[config.mk]
export PLATFORM = sky130hd
export DESIGN_NAME = stc_timer
export DESIGN_NICKNAME = d
export VERILOG_FILES = /design/src/stc_pkg.sv /design/src/stc_timer.sv
export SDC_FILE = /design/constraint.sdc
export NUM_CORES = 1
export LEC_CHECK = 0
export ABC_AREA = 1
export ABC_CLOCK_PERIOD_IN_PS = 3150
export BUFFER_PORTS_ARGS = -buffer_cell sky130_fd_sc_hd__buf_2
export CORE_AREA = 2 2 96 98
export DETAILED_ROUTE_END_ITERATION = 12
export DIE_AREA = 0 0 98 100
export MAX_ROUTING_LAYER = met4
export PLACE_DENSITY = 0.71
export SYNTH_ARGS = -nofsm -noshare
export SYNTH_HDL_FRONTEND = slang
export SYNTH_SLANG_ARGS = --single-unit
[constraint.sdc]
create_clock -name hclk -period 3.15 [get_ports hclk]
set_clock_uncertainty 0.05 [all_clocks]
set_input_delay 0.63 -clock hclk [delete_from_list [all_inputs] [get_ports hclk]]
set_output_delay 0.63 -clock hclk [all_outputs]
set_load 0.03 [all_outputs]
[src/stc_pkg.sv]
// constants, field layout and register map of the 16-bit timer/counter
// assumes an AHB-Lite slave on hclk with 32-bit data and word registers
`default_nettype none

package stc_pkg;

    // ************************************************************
    // register map, byte addresses
    // ************************************************************
    localparam logic [7:0] STC_OFS_CTRL = 8'h00;
    localparam logic [7:0] STC_OFS_LOW = 8'h04;
    localparam logic [7:0] STC_OFS_HIGH = 8'h08;
    localparam logic [7:0] STC_OFS_STAT = 8'h0c;
    localparam logic [7:0] STC_OFS_MASK = 8'h10;
    localparam logic [7:0] STC_OFS_AUX = 8'h14;

    // ************************************************************
    // control fields and reset values
    // ************************************************************
    localparam int STC_B_WIDE = 7;
    localparam int STC_B_ROUTE_HI = 6;
    localparam int STC_B_PS_HI = 5;
    localparam int STC_B_PS_LO = 4;
    localparam int STC_B_ROUTE_LO = 3;
    localparam int STC_B_SYNC_N = 2;
    localparam int STC_B_CS = 1;
    localparam int STC_B_RUN = 0;
    localparam int STC_B_OVF = 0;
    localparam int STC_B_OSC_EN = 0;
    localparam logic [7:0] STC_CTRL_RST = 8'h00;
    localparam logic [15:0] STC_CNT_RST = 16'h0000;
    localparam logic [15:0] STC_CNT_MAX = 16'hffff;

    // ************************************************************
    // timing: internal count clock is the bus clock divided by four
    // ************************************************************
    localparam int STC_INT_DIV = 4;
    localparam logic [1:0] STC_DIV_LAST = 2'(STC_INT_DIV - 1);

endpackage : stc_pkg

`default_nettype wire

[src/stc_timer.sv]
// 16-bit up timer/counter with an AHB-Lite register slave
// assumes triggers come from logic on hclk; clock pins are asynchronous
//
// Local design decisions: the placing of the registers and the AHB-Lite slave port.
`default_nettype none

module stc_timer
(
    input wire logic hclk,
    input wire logic hresetn,
    input wire logic hsel,
    input wire logic [7:0] haddr,
    input wire logic [1:0] htrans,
    input wire logic hwrite,
    input wire logic [2:0] hsize,
    input wire logic [31:0] hwdata,
    input wire logic hready,
    output logic [31:0] hrdata,
    output logic hreadyout,
    output logic hresp,
    input wire logic external_clock_pin,
    input wire logic companion_osc_clk,
    input wire logic capture_compare_a_trig,
    input wire logic enhanced_capture_compare_trig,
    output logic timebase_for_capture_compare_a,
    output logic timebase_for_enhanced_capture_compare,
    output logic irq
);
    import stc_pkg::*;

    // ************************************************************
    // state
    // ************************************************************
    typedef struct packed
    {
        logic [7:0] ctrl;
        logic [15:0] cnt;
        logic [7:0] hbuf;
        logic ovf;
        logic mask;
        logic osc_en;
        logic [2:0] pre;
        logic [1:0] div;
        logic p1;
        logic p2;
        logic o1;
        logic o2;
        logic s3;
        logic armed;
        logic pend;
        logic wr_pend;
        logic rd_pend;
        logic [7:0] addr;
        logic [31:0] rdata;
        logic ready;
        logic tb_a;
        logic tb_e;
        logic irq;
    } stc_state_s;

    stc_state_s st_reg;
    stc_state_s st_next;

    function automatic logic [2:0] stc_pre_last(input logic [1:0] ps);
        stc_pre_last = 3'((4'h1 << ps) - 4'h1);
    endfunction : stc_pre_last

    logic run;
    logic ext_sel;
    logic wide;
    logic int_tick;
    logic ext_lvl;
    logic ext_rise;
    logic ext_fall;
    logic src_tick;
    logic pre_tick;
    logic trig;
    logic addr_ok;
    logic wr_low;
    logic wr_high;
    logic [7:0] wbyte;

    always_comb
    begin
        run = st_reg.ctrl[STC_B_RUN];
        ext_sel = st_reg.ctrl[STC_B_CS];
        wide = st_reg.ctrl[STC_B_WIDE];
        int_tick = (st_reg.div == STC_DIV_LAST);
        ext_lvl = st_reg.osc_en ? st_reg.o2 : st_reg.p2;
        ext_rise = ext_lvl && !st_reg.s3;
        ext_fall = !ext_lvl && st_reg.s3;
        wbyte = hwdata[7:0];
        wr_low = st_reg.wr_pend && (st_reg.addr == STC_OFS_LOW);
        wr_high = st_reg.wr_pend && (st_reg.addr == STC_OFS_HIGH);
        // only the module using this timer as time base may reset it
        trig = (capture_compare_a_trig && st_reg.tb_a)
            || (enhanced_capture_compare_trig && st_reg.tb_e);
        addr_ok = hsel && htrans[1] && hready;
    end

    always_comb
    begin
        st_next = st_reg;
        st_next.div = st_reg.div + 2'h1;

        // ************************************************************
        // clock source and synchroniser
        // ************************************************************
        // each source gets its own two flops; the mux only sees synced levels
        st_next.p1 = external_clock_pin;
        st_next.p2 = st_reg.p1;
        st_next.o1 = companion_osc_clk;
        st_next.o2 = st_reg.o1;
        st_next.s3 = ext_lvl;
        if (!run || !ext_sel)
        begin
            st_next.armed = 1'b0;
            st_next.pend = 1'b0;
        end
        else if (ext_fall)
        begin
            st_next.armed = 1'b1;
        end
        src_tick = !ext_sel && int_tick;
        if (ext_sel && st_reg.ctrl[STC_B_SYNC_N])
        begin
            src_tick = ext_rise && st_reg.armed;
        end
        else if (ext_sel)
        begin
            // synced path releases the edge on the internal phase, so it
            // cannot count faster than clk/4
            if (ext_rise && st_reg.armed)
            begin
                st_next.pend = 1'b1;
            end
            if (int_tick && (st_reg.pend || (ext_rise && st_reg.armed)))
            begin
                src_tick = 1'b1;
                st_next.pend = 1'b0;
            end
        end

        // ************************************************************
        // prescaler and counter
        // ************************************************************
        pre_tick = 1'b0;
        if (!run)
        begin
            st_next.pre = 3'h0;
        end
        else if (src_tick)
        begin
            if (st_reg.pre >= stc_pre_last(st_reg.ctrl[STC_B_PS_HI:STC_B_PS_LO]))
            begin
                pre_tick = 1'b1;
                st_next.pre = 3'h0;
            end
            else
            begin
                st_next.pre = st_reg.pre + 3'h1;
            end
        end
        if (trig)
        begin
            st_next.cnt = STC_CNT_RST;
            st_next.pre = 3'h0;
        end
        else if (wr_low)
        begin
            // wide mode writes both halves at once from the buffer
            if (wide)
            begin
                st_next.cnt = {st_reg.hbuf, wbyte};
            end
            else
            begin
                st_next.cnt[7:0] = wbyte;
            end
            st_next.pre = 3'h0;
        end
        else if (wr_high)
        begin
            if (wide)
            begin
                st_next.hbuf = wbyte;
            end
            else
            begin
                st_next.cnt[15:8] = wbyte;
                st_next.pre = 3'h0;
            end
        end
        else if (run && pre_tick)
        begin
            st_next.cnt = st_reg.cnt + 16'h0001;
        end

        // ************************************************************
        // interrupt flag, set wins over clear
        // ************************************************************
        if (st_reg.wr_pend && (st_reg.addr == STC_OFS_STAT) && hwdata[STC_B_OVF])
        begin
            st_next.ovf = 1'b0;
        end
        if (!trig && !wr_low && !wr_high && run && pre_tick && (st_reg.cnt == STC_CNT_MAX))
        begin
            st_next.ovf = 1'b1;
        end

        // ************************************************************
        // other register writes
        // ************************************************************
        if (st_reg.wr_pend)
        begin
            case (st_reg.addr)
                STC_OFS_CTRL: st_next.ctrl = wbyte;
                STC_OFS_MASK: st_next.mask = hwdata[STC_B_OVF];
                STC_OFS_AUX: st_next.osc_en = hwdata[STC_B_OSC_EN];
                default: st_next.ctrl = st_reg.ctrl;
            endcase
        end

        // ************************************************************
        // bus: writes zero wait, reads one wait so a prior write is seen
        // ************************************************************
        st_next.wr_pend = 1'b0;
        if (st_reg.rd_pend)
        begin
            st_next.rd_pend = 1'b0;
            st_next.ready = 1'b1;
            case (st_reg.addr)
                STC_OFS_CTRL: st_next.rdata = {24'h0, st_reg.ctrl};
                STC_OFS_LOW:
                begin
                    st_next.rdata = {24'h0, st_reg.cnt[7:0]};
                    if (wide)
                    begin
                        st_next.hbuf = st_reg.cnt[15:8];
                    end
                end
                STC_OFS_HIGH: st_next.rdata = {24'h0, wide ? st_reg.hbuf : st_reg.cnt[15:8]};
                STC_OFS_STAT: st_next.rdata = {31'h0, st_reg.ovf};
                STC_OFS_MASK: st_next.rdata = {31'h0, st_reg.mask};
                STC_OFS_AUX: st_next.rdata = {31'h0, st_reg.osc_en};
                default: st_next.rdata = 32'h0;
            endcase
        end
        else if (addr_ok)
        begin
            st_next.addr = {haddr[7:2], 2'b00};
            if (hwrite)
            begin
                st_next.wr_pend = 1'b1;
            end
            else
            begin
                st_next.rd_pend = 1'b1;
                st_next.ready = 1'b0;
            end
        end

        st_next.tb_a = st_next.ctrl[STC_B_ROUTE_HI];
        st_next.tb_e = st_next.ctrl[STC_B_ROUTE_HI] || st_next.ctrl[STC_B_ROUTE_LO];
        st_next.irq = st_next.ovf && st_next.mask;
    end

    always_ff @(posedge hclk or negedge hresetn)
    begin
        if (!hresetn)
        begin
            st_reg <= '0;
            st_reg.ctrl <= STC_CTRL_RST;
            st_reg.cnt <= STC_CNT_RST;
            st_reg.ready <= 1'b1;
        end
        else
        begin
            st_reg <= st_next;
        end
    end

    always_comb
    begin
        hrdata = st_reg.rdata;
        hreadyout = st_reg.ready;
        hresp = 1'b0;
        timebase_for_capture_compare_a = st_reg.tb_a;
        timebase_for_enhanced_capture_compare = st_reg.tb_e;
        irq = st_reg.irq;
    end

    // ************************************************************
    // checks
    // ************************************************************
    wire logic no_load = !trig && !wr_low && !wr_high;
    wire logic inc_now = no_load && run && pre_tick;
endmodule : stc_timer

`default_nettype wire

======== Word level (Yosys, flattened, before mapping) ========
Index checks and enable logic that the tools add are counted.
operators by class
  multiplexer cells ....................... 51
  equality and inequality tests ........... 10
  bitwise gates (word level) .............. 1
  shifts and indexed selects .............. 1
  add/sub/neg operators ................... 4
  reductions and logical operators ........ 43
  order comparisons ....................... 1
operator list
  cell                                                                    number
  8-bit two-way mux                                                       11
  16-bit two-way mux                                                      3
  8-bit case mux with 6 select lines                                      1
  1-bit two-way mux                                                       25
  1-bit logical AND                                                       21
  3-bit two-way mux                                                       7
  16-bit by 1-bit adder with 16-bit output (second input constant)        1
  16-bit equality test (second input constant)                            1
  7-bit two-way mux                                                       2
  6-bit by 2-bit equality test with 1-bit output (second input constant)  2
  6-bit by 3-bit equality test with 1-bit output (second input constant)  2
  2-bit AND reduction                                                     6
  10-bit two-way mux                                                      1
  8-bit logical NOT                                                       1
  1-bit logical NOT                                                       7
  6-bit by 1-bit equality test with 1-bit output (second input constant)  1
  1-bit logical OR                                                        4
  4-bit != test (second input constant)                                   1
  2-bit nonzero test                                                      2
  4-bit nonzero test                                                      1
  3-bit by 1-bit adder with 3-bit output (second input constant)          1
  3-bit >= comparator                                                     1
  3-bit != test (second input constant)                                   1
  3-bit nonzero test                                                      1
  7 further kinds                                                         7
storage, ports and cells
  output and inout bits ................... 37
  bits in registers ....................... 91
  input port bits ......................... 54

======== Logic depth before layout (Yosys ltp) ========
Gate-level depths: netlist (run 1).
  word-level depth ........................ 15
  mapped depth ............................ 12
  gate-level depth less buffers ........... 11

======== Worst setup path before layout (run 1) ========
Ideal clock, no wire load.
  kind .................................... reg-to-reg
  start ................................... register st_reg[90] (netlist name)
  end ..................................... register st_reg[82] (netlist name)
  data arrival time ....................... 1,439 ps
  stages on the path, launching flop included .. 12
  path buffers ............................ 1
  required time ........................... 2,983 ps
  setup time .............................. 117 ps
  period minus slack after synthesis ...... 1,606 ps
  setup slack ............................. 1,544 ps
  cells stage by stage .................... dfrtp_1 > inv_1 > nand2_1 > ha_1 > nand3_1 > nand3_1 > inv_1 > nor2_1 > nand2_2 > buf_2 > nand3_1 > nand2_1
between the ends
  longest elaborated chain between the ends .. 9
ends and longest elaborated chain
  item                                         RTL line          RTL
  start, declared                              stc_timer.sv:61   stc_state_s st_reg;
  start signal, assigned                       stc_timer.sv:279  st_reg <= st_next;
  1-bit by 2-bit << shifter with 3-bit output  stc_timer.sv:65   stc_pre_last = 3'((4'h1 << ps) - 4'h1);
  3-bit by 1-bit subtractor with 3-bit output  stc_timer.sv:65
  3-bit >= comparator                          stc_timer.sv:154  if (st_reg.pre >= stc_pre_last(st_reg.ctrl[STC_B_PS_HI:STC_B_PS_LO]))
  1-bit two-way mux                            stc_timer.sv:154
  1-bit two-way mux                            stc_timer.sv:152  else if (src_tick)
  1-bit two-way mux                            stc_timer.sv:148  if (!run)
  1-bit logical AND                            stc_timer.sv:194  else if (run && pre_tick)
  4-bit nonzero test (no source line)          -
  2-bit AND reduction (no source line)         -
Every way passes these cells.
A chain may end at the register's enable or synchronous reset.

======== Worst setup path in the final report (run 1) ========
  start ................................... register st_reg[92] (netlist name)
  end ..................................... register st_reg, in the netlist hrdata[7]
between the ends
  longest elaborated chain between the ends .. 2
ends and longest elaborated chain
  item                                  RTL line          RTL
  8-bit two-way mux                     -
  8-bit case mux with 6 select lines *  stc_timer.sv:232  case (st_reg.addr)
Every way passes the cells marked *; elsewhere a longest branch is shown, timed or not.

==> flow_metrics.env, run 1 <==
export IMPL_ant_nets=0
export IMPL_rr_worst_depth=5
export IMPL_criticalPathCategory="reg2reg"
export IMPL_cp_required_ns=3.32
export IMPL_post_cts_setup_buffers=0
export IMPL_gp_congestion=0.990
export IMPL_rsz0062_at_grt="no"
export IMPL_die_w_um=98
export IMPL_clk_pin_slew_ns=0.07
export IMPL_vias=3886
export IMPL_clock_sinks=66
export IMPL_ys_types=37
export IMPL_synthFlopType="dfrtp_1"
export IMPL_fill_cells=850
export IMPL_clk_latency_ns=0.35
export IMPL_r2r_start="st_reg[92]"
export IMPL_tns_ns=0
export IMPL_whs_ns=0.300
export IMPL_drt_pass1_iter_count=5
export IMPL_drv_slew=0
export IMPL_max_stage_delay_ns=0.73
export IMPL_holdPathStages=0
export IMPL_grt_use_total_pct=24.1
export IMPL_io_buffers=35
export IMPL_drc_errors=0
export IMPL_endpoint_kind="register"
export IMPL_relSlewSlack_pct=45.5
export IMPL_outcome="finished, final reports clean"
export IMPL_root_buffer="clkbuf_8"
export IMPL_p_leak_nw=2.42
export IMPL_row_count=35
export IMPL_layout_cells_non_filler=728
export IMPL_crit_chain="inv_1, o21ai_0, o22ai_1, o21ai_0, nand2_1"
export IMPL_startpoint_type="register"
export IMPL_grt_overflow=0
export IMPL_yosys_area_top_type_share_pct=38.2
export IMPL_cts_buffer_depth=2
export IMPL_grt_max_degree=36
export IMPL_die_area_um2=9800
export IMPL_cts_resized=0
export IMPL_drive_gt1_share_pct=14.6
export IMPL_place_hpwl_mm=7.94
export IMPL_crit_arrival_ns=2.39
export IMPL_path_common_cell="o21ai_0"
export IMPL_reg2reg_slack_ns=0.93
export IMPL_netlist_area_um2=4260
export IMPL_num_antenna_cells=0
export IMPL_dp_cells=712
export IMPL_worstMarginPinSlew_ns=0.817
export IMPL_hold_path_class="reg2reg"
export IMPL_cts_buffers=9
export IMPL_routed_via_density=5.34
export IMPL_min_to="st_reg[51]"
export IMPL_synth_warnings=0
export IMPL_drt_iter0_drc=292
export IMPL_h_tree_depth=3
export IMPL_cts_tree="yes"
export IMPL_nets=672
export IMPL_p_per_area_nw_per_um2=619
export IMPL_period_share_pct=70.6
export IMPL_fmax_mhz=450
export IMPL_min_period_ns=2.22
export IMPL_synth_top_area_cell="dfrtp_1"
export IMPL_cap_violations=0
export IMPL_critical_path_slowest_cell="dfrtp_1"
export IMPL_largest_reg_flops=51
export IMPL_r2r_end="hrdata[7]"
export IMPL_peakVddDrop_v=0.000246
export IMPL_pin_count=91
export IMPL_coreArea_um2=8890
export IMPL_synth_seq_area_share_pct=38.8
export IMPL_start_util_pct=47.9
export IMPL_synth_area_top_cells="dfrtp_1 38%, nand2_1 13%, nand3_1 7.9%, buf_4 6.0%, nor2_1 5.5%"
export IMPL_synth_seq_cells=66
export IMPL_hp_start="st_next[51]"
export IMPL_async_flop_share_pct=100
export IMPL_cp_max_fo=18
export IMPL_area_growth_syn_to_layout_pct=8.08
export IMPL_grt_pass1_wl_mm=18.0
export IMPL_crit_family="compound AO/OA/AOI/OAI gates"
export IMPL_die_h_um=100
export IMPL_path_buf_inv=1
export IMPL_ctsHoldBuffers=0
export IMPL_grt_pass1_vias=3739
export IMPL_wl_per_cell_um=14.9
export IMPL_synth_edf_count=0
export IMPL_grt_antenna_before_repair=0
export IMPL_syn_area_per_cell_um2=7.26
export IMPL_routed_wl_mm=10.9
export IMPL_setup_viol=0
export IMPL_hold_violations=0
export IMPL_synthCells=586
## worst reg2reg max path, stage by stage, from the launching register on
cell and delay (ns):
dfrtp_1 0.73, inv_1 0.38, o21ai_0 0.44, o22ai_1 0.11, o21ai_0 0.28, nand2_1 0.10
## cells by family after synthesis
kind of cell    synth area share (%)
simple gates                    33.1
other cells                   0.0881
buf+inv                         13.6
flops                           38.8
xor+xnor                       0.206
fa+ha+maj                       1.76
mux                            0.794
compound gates                  11.6
## final cells by class
type                            count  area [um^2]  area share, %
Clock buffer                       12          165           3.59
Clock inverter                      4         72.6           1.58
Inverter                           66          248           5.38
Multi-Input combinational cell    431         2110           45.9
Sequential cell                    66         1650           35.9
Tap cell                          111          139           3.02
Timing Repair Buffer               38          210           4.57
## layer usage
metal  share of wire, %  routed length, um  global-route usage [%]  vias to the layer above
met1                 44               4790                    30.6                     1839
met4                1.9                205                    9.40                        0
met3                6.6                720                    5.50                       17
li1                   -                  -                       -                     1884
met5                  0                  0                       -                        -
met2                 47               5160                    37.6                      146
## where the power goes
part / leakage [nW] / switching [W] / internal (W)
sequential: 0.799 / 0.000184 / 0.00101
combinational: 1.50 / 0.000525 / 0.000281
clock: 0.119 / 0.000335 / 0.000509
## synthesized netlist by cell type (2+ instances only)
master    instances
nand2_2           2
nand4_1           5
mux2_2            3
clkbuf_1          5
nor3_1            3
nor2_2            3
inv_1            58
o22ai_1           9
nor2_1           62
buf_2             5
nand2_1         151
o21ai_0          39
nor2_8            2
dfrtp_1          65
o21ai_1           5
o21a_1            5
buf_4            34
nand3_1          67
buf_6             3
ha_1              6
a21oi_1          24
nor2_4            5
o21ai_2           3
inv_2             8
nand2_4           2
## per-stage QoR
stage / util (%) / total power, W / worst slack, ns / instance area [um^2]
detailed placement: 49.1 / 0.00201 / 1.02 / 4360
global placement: 49.1 / 0.00196 / 1.05 / 4360
floorplan: - / 0.00181 / 1.54 / 4350
finish: 51.8 / 0.00285 / 0.927 / 4600
global route: 51.8 / 0.00304 / 0.733 / 4600
CTS: 51.8 / 0.00286 / 0.991 / 4600
## worst max-delay path by stage
| stage | from | to | slack [ns] | cells past startpoint |
|---|---|---|---|---|
| floorplan | st_reg[90] | st_reg[82] | 1.54 | 11 |
| global placement | st_reg[92] | hrdata[7] | 1.05 | 5 |
| detailed placement | st_reg[92] | hrdata[7] | 1.02 | 5 |
| CTS | st_reg[92] | hrdata[7] | 0.99 | 5 |
| global route | st_reg[92] | hrdata[7] | 0.73 | 5 |
| finish | st_reg[92] | hrdata[7] | 0.93 | 5 |
## layout by cell type, fill, tap and decap left out, types with 3 or more instances in the layout
cell type and count:
nor3_1 3, nand3_1 67, mux2_2 3, buf_2 35, nor2_2 3, inv_2 8
dfrtp_1 65, nand2_1 151, o21ai_2 3, conb_1 25, a21oi_1 24, nor2_4 5
inv_1 58, o21ai_0 39, o22ai_1 9, clkbuf_8 12, nand4_1 5, ha_1 6
nor2_1 62, o21ai_1 5, o21a_1 5
No activity file was read; power rests on OpenSTA's default activity.
==> inputs of run 2 (changes only) <==
ABC_CLOCK_PERIOD_IN_PS = 2200   (was 3150)
clock period = 2.2 ns   (was 3.15 ns; I/O delays follow)
==> flow_metrics.env, run 2 (synthesis gave the netlist of run 1 again) <==
export IMPL_h_tree_depth=3
export IMPL_fill_cells=864
export IMPL_whs_ns=0.146
export IMPL_cap_violations=0
export IMPL_peakVddDrop_v=0.000403
export IMPL_p_total_w=0.00393
export IMPL_hold_path_class="in2reg"
export IMPL_max_stage_delay_ns=0.42
export IMPL_drv_slew=0
export IMPL_wl_per_cell_um=14.7
export IMPL_grt_pass1_vias=3804
export IMPL_rsz0062_at_grt="no"
export IMPL_criticalPathCategory="reg2reg"
export IMPL_pin_count=91
export IMPL_routed_via_density=5.36
export IMPL_drt_pass1_iter_count=4
export IMPL_worstMarginPinSlew_ns=0.508
export IMPL_startpoint_type="register"
export IMPL_cp_max_fo=6
export IMPL_gp_congestion=0.987
export IMPL_path_common_cell="nand3_1"
export IMPL_final_cell_mix="151 x nand2_1, 67 x nand3_1, 65 x dfrtp_1, 62 x nor2_1, 58 x inv_1"
export IMPL_place_hpwl_mm=8.05
export IMPL_min_period_ns=1.97
export IMPL_die_w_um=98
export IMPL_die_area_um2=9800
export IMPL_crit_chain="ha_1, nand2_1, nor2_2, nand3_1, nor3_1, nand3_1, a21oi_1"
export IMPL_period_share_pct=89.5
export IMPL_grt_antenna_before_repair=0
export IMPL_final_common_cell="nand2_1"
export IMPL_drc_errors=0
export IMPL_ant_nets=0
export IMPL_routed_wl_mm=10.8
export IMPL_cts_buffers=9
export IMPL_p_per_area_nw_per_um2=848
export IMPL_relSlewSlack_pct=65.8
export IMPL_area_growth_syn_to_layout_pct=8.97
export IMPL_endpoint_kind="register"
export IMPL_grt_max_degree=49
export IMPL_p_leak_nw=2.44
export IMPL_row_count=35
export IMPL_nets=680
export IMPL_io_buffers=35
export IMPL_drt_iter0_drc=368
export IMPL_register_area_um2=1650
export IMPL_critical_path_slowest_cell="dfrtp_1"
export IMPL_grt_overflow=0
export IMPL_root_buffer="clkbuf_8"
export IMPL_drive_gt1_share_pct=15.4
export IMPL_coreArea_um2=8890
export IMPL_dp_cells=719
export IMPL_clk_latency_ns=0.36
export IMPL_crit_arrival_ns=2.19
export IMPL_tns_ns=0
export IMPL_start_util_pct=47.9
export IMPL_grt_use_total_pct=24.1
export IMPL_hold_violations=0
export IMPL_vias=3946
export IMPL_setup_viol=0
export IMPL_outcome="finished, final reports clean"
export IMPL_cp_required_ns=2.42
export IMPL_cts_tree="yes"
export IMPL_post_cts_setup_buffers=0
export IMPL_layout_cells_non_filler=736
export IMPL_largest_reg_flops=51
export IMPL_grt_pass1_wl_mm=18.1
export IMPL_clk_pin_slew_ns=0.07
export IMPL_multi_input_area_um2=2120
export IMPL_num_antenna_cells=0
export IMPL_fmax_mhz=508
export IMPL_cts_buffer_depth=2
export IMPL_clock_sinks=66
export IMPL_die_h_um=100
[run 2: cell types whose count changed in the layout (fill, tap and decap cells not counted), sizes merged]
cell / delta
buf: +7
bufinv: -1
clkinvlp: +1
dlygate4sd3: +1
[run 2: worst paths after layout]
| kind | cells past startpoint | slack (ns) | start | to |
|---|---|---|---|---|
| max in group asynchronous | 3 | 0.94 | hresetn | st_reg[55] |
| max reg2reg | 7 | 0.23 | st_reg[69] | irq |
| min | 1 | 0.15 | external_clock_pin | st_next[51] |
| min in group asynchronous | 2 | 0.53 | hresetn | st_reg[43] |
| min reg2reg | 0 | 0.30 | st_next[49] | st_reg[49] |
| max | 7 | 0.23 | st_reg[69] | irq |
[run 2: cell type report]
type | count | share of cell area [%]
multi-input combinational | 431 | 45.7
sequential | 66 | 35.6
timing repair buffer | 46 | 5.88
inverter | 66 | 5.34
clock buffer | 12 | 3.35
tap | 111 | 2.99
clock inverter | 4 | 1.08
[run 2: worst max-delay path: cells and delay by family (launching register included)]
family / cells / cell delay (ns)
flip-flops: 1 / 0.42
AO/OA/AOI/OAI: 1 / 0.20
adder cells (fa/ha/maj): 1 / 0.18
AND/OR/NAND/NOR: 5 / 1.04
[run 2: stage by stage]
stage | setup WS [ns] | utilization (%) | area, um^2
finish | 0.231 | 52.2 | 4640
global route | 0.0568 | 52.2 | 4640
CTS | 0.148 | 52.1 | 4630
detailed placement | 0.187 | 49.7 | 4420
global placement | 0.266 | 49.7 | 4420
floorplan | 0.594 | - | 4350
[run 2: power breakdown]
part           internal, W  switching, W  leakage [nW]
Sequential         0.00145      0.000252         0.799
Clock             0.000583      0.000484        0.0986
Combinational     0.000407      0.000758          1.54
Total              0.00244       0.00149          2.44
[run 2: layer usage]
layer,up-vias,part of all wire (%),GRT usage [%]
li1,1903,-,-
met1,1863,44,30.1
met2,157,47,38.4
met3,23,7.1,4.87
met4,0,2.6,10.3
met5,-,0,-
[run 2: repair_timing]
| action | CTS | global route |
|---|---|---|
| resized for setup | 0 | 1 |
| hold buffers | 1 | 0 |
| setup endpoints to repair | 0 | 2 |
| hold endpoints to repair | 1 | 0 |
==> inputs of run 3 (changes only) <==
ABC_CLOCK_PERIOD_IN_PS = 2100   (was 2200)
clock period = 2.1 ns   (was 2.2 ns; I/O delays follow)
==> flow_metrics.env, run 3 (synthesis gave the netlist of run 1 again) <==
export IMPL_cap_violations=0
export IMPL_period_share_pct=91.9
export IMPL_place_hpwl_mm=7.73
export IMPL_startpoint_type="register"
export IMPL_grt_overflow=0
export IMPL_worstMarginPinSlew_ns=0.499
export IMPL_stdcell_area_um2=4640
export IMPL_layout_cells_non_filler=734
export IMPL_ctsHoldBuffers=0
export IMPL_drc_errors=0
export IMPL_drt_iter0_drc=326
export IMPL_gp_congestion=0.978
export IMPL_grt_max_degree=67
export IMPL_crit_start="st_reg[90]"
export IMPL_coreArea_um2=8890
export IMPL_endpoint_kind="register"
export IMPL_fin_ws_ns=0.171
export IMPL_clk_pin_slew_ns=0.08
export IMPL_row_count=35
export IMPL_wl_per_cell_um=15.0
export IMPL_grt_antenna_before_repair=0
export IMPL_crit_arrival_ns=2.17
export IMPL_root_buffer="clkbuf_8"
export IMPL_reg2reg_slack_ns=0.17
export IMPL_place_ws_ns=0.139
export IMPL_hold_violations=0
export IMPL_cp_max_fo=8
export IMPL_criticalPathCategory="reg2reg"
export IMPL_p_per_area_nw_per_um2=911
export IMPL_num_antenna_cells=0
export IMPL_cts_resized=0
export IMPL_nets=678
export IMPL_hold_path_class="in2async"
export IMPL_final_cell_mix="151 x nand2_1, 67 x nand3_1, 65 x dfrtp_1, 62 x nor2_1, 58 x inv_1"
export IMPL_vias=3935
export IMPL_clk_latency_ns=0.35
export IMPL_relSlewSlack_pct=66.6
export IMPL_p_leak_nw=2.44
export IMPL_cts_buffers=9
export IMPL_drv_slew=0
export IMPL_grt_pass1_wl_mm=18.4
export IMPL_start_util_pct=47.9
export IMPL_ant_nets=0
export IMPL_tns_ns=0
export IMPL_peakVddDrop_v=0.000357
export IMPL_grt_use_total_pct=24.3
export IMPL_rr_worst_depth=9
export IMPL_post_cts_setup_buffers=0
export IMPL_dp_cells=718
export IMPL_drt_pass1_iter_count=7
export IMPL_die_h_um=100
export IMPL_drive_gt1_share_pct=15.2
export IMPL_grt_pass1_vias=3815
export IMPL_fill_cells=879
export IMPL_h_tree_depth=3
export IMPL_clock_sinks=66
export IMPL_routed_wl_mm=11.0
export IMPL_io_buffers=35
export IMPL_r2r_start="st_reg[90]"
export IMPL_final_common_cell="nand2_1"
export IMPL_r2r_end="st_reg[77]"
export IMPL_pin_count=91
export IMPL_largest_reg_flops=51
export IMPL_area_growth_syn_to_layout_pct=8.99
export IMPL_min_period_ns=1.93
export IMPL_setup_viol=0
export IMPL_die_area_um2=9800
export IMPL_cts_tree="yes"
export IMPL_die_w_um=98
export IMPL_cp_required_ns=2.35
export IMPL_whs_ns=0.00645
export IMPL_outcome="finished, final reports clean"
export IMPL_fmax_mhz=518
export IMPL_dpl_cell_area_um2=4410
export IMPL_cts_buffer_depth=2
export IMPL_routed_via_density=5.36
-- run 3: cell count changes in the layout (fill, tap and decap cells not counted), sizes merged --
| cell | change |
|---|---|
| dlygate4sd3 | -1 |
| buf | -1 |
| clkinv | +1 |
| clkinvlp | -1 |
| clkbuf | -1 |
| bufinv | +1 |
-- run 3: critical path: stages (launching register included) --
cell	delay, ns
dfrtp_1	0.40
inv_1	0.10
nand2_1	0.06
ha_1	0.27
nand3_1	0.06
nand3_1	0.11
nand3_1	0.23
o21ai_4	0.36
nand3_1	0.13
nand2_1	0.09
-- run 3: layer usage --
metal / share of wire (%) / track usage [%] / vias to the layer above / wire (um)
li1: - / - / 1892 / -
met1: 44 / 31.3 / 1837 / 4870
met2: 46 / 38.4 / 177 / 5090
met3: 6.8 / 3.76 / 29 / 746
met4: 2.8 / 10.8 / 0 / 311
met5: 0 / - / - / 0
-- run 3: where the power goes --
group	internal (W)	leakage (nW)	switching [W]
Clock	0.000698	0.109	0.000525
Sequential	0.00152	0.799	0.000273
Combinational	0.000424	1.53	0.000791
-- run 3: metrics by stage --
step / power [W] / util, %
CTS: 0.00423 / 52.0
global route: 0.00453 / 52.2
global placement: 0.00295 / 49.6
finish: 0.00423 / 52.2
floorplan: 0.00272 / -
detailed placement: 0.00300 / 49.6
-- run 3: area by class of cell --
type	count	area (um^2)	area share (%)
clock buffer	11	141	3.05
multi-input combinational	431	2130	45.8
clock inverter	5	77.6	1.67
timing repair buffer	44	255	5.50
tap	111	139	2.99
inverter	66	248	5.34
sequential	66	1650	35.6
-- run 3: worst max path at each step --
stage	to	slack (ns)
floorplan	st_reg[82]	0.49
global placement	st_reg[72]	0.16
detailed placement	st_reg[72]	0.14
CTS	st_reg[72]	0.12
global route	st_reg[83]	-0.003
finish	st_reg[77]	0.17
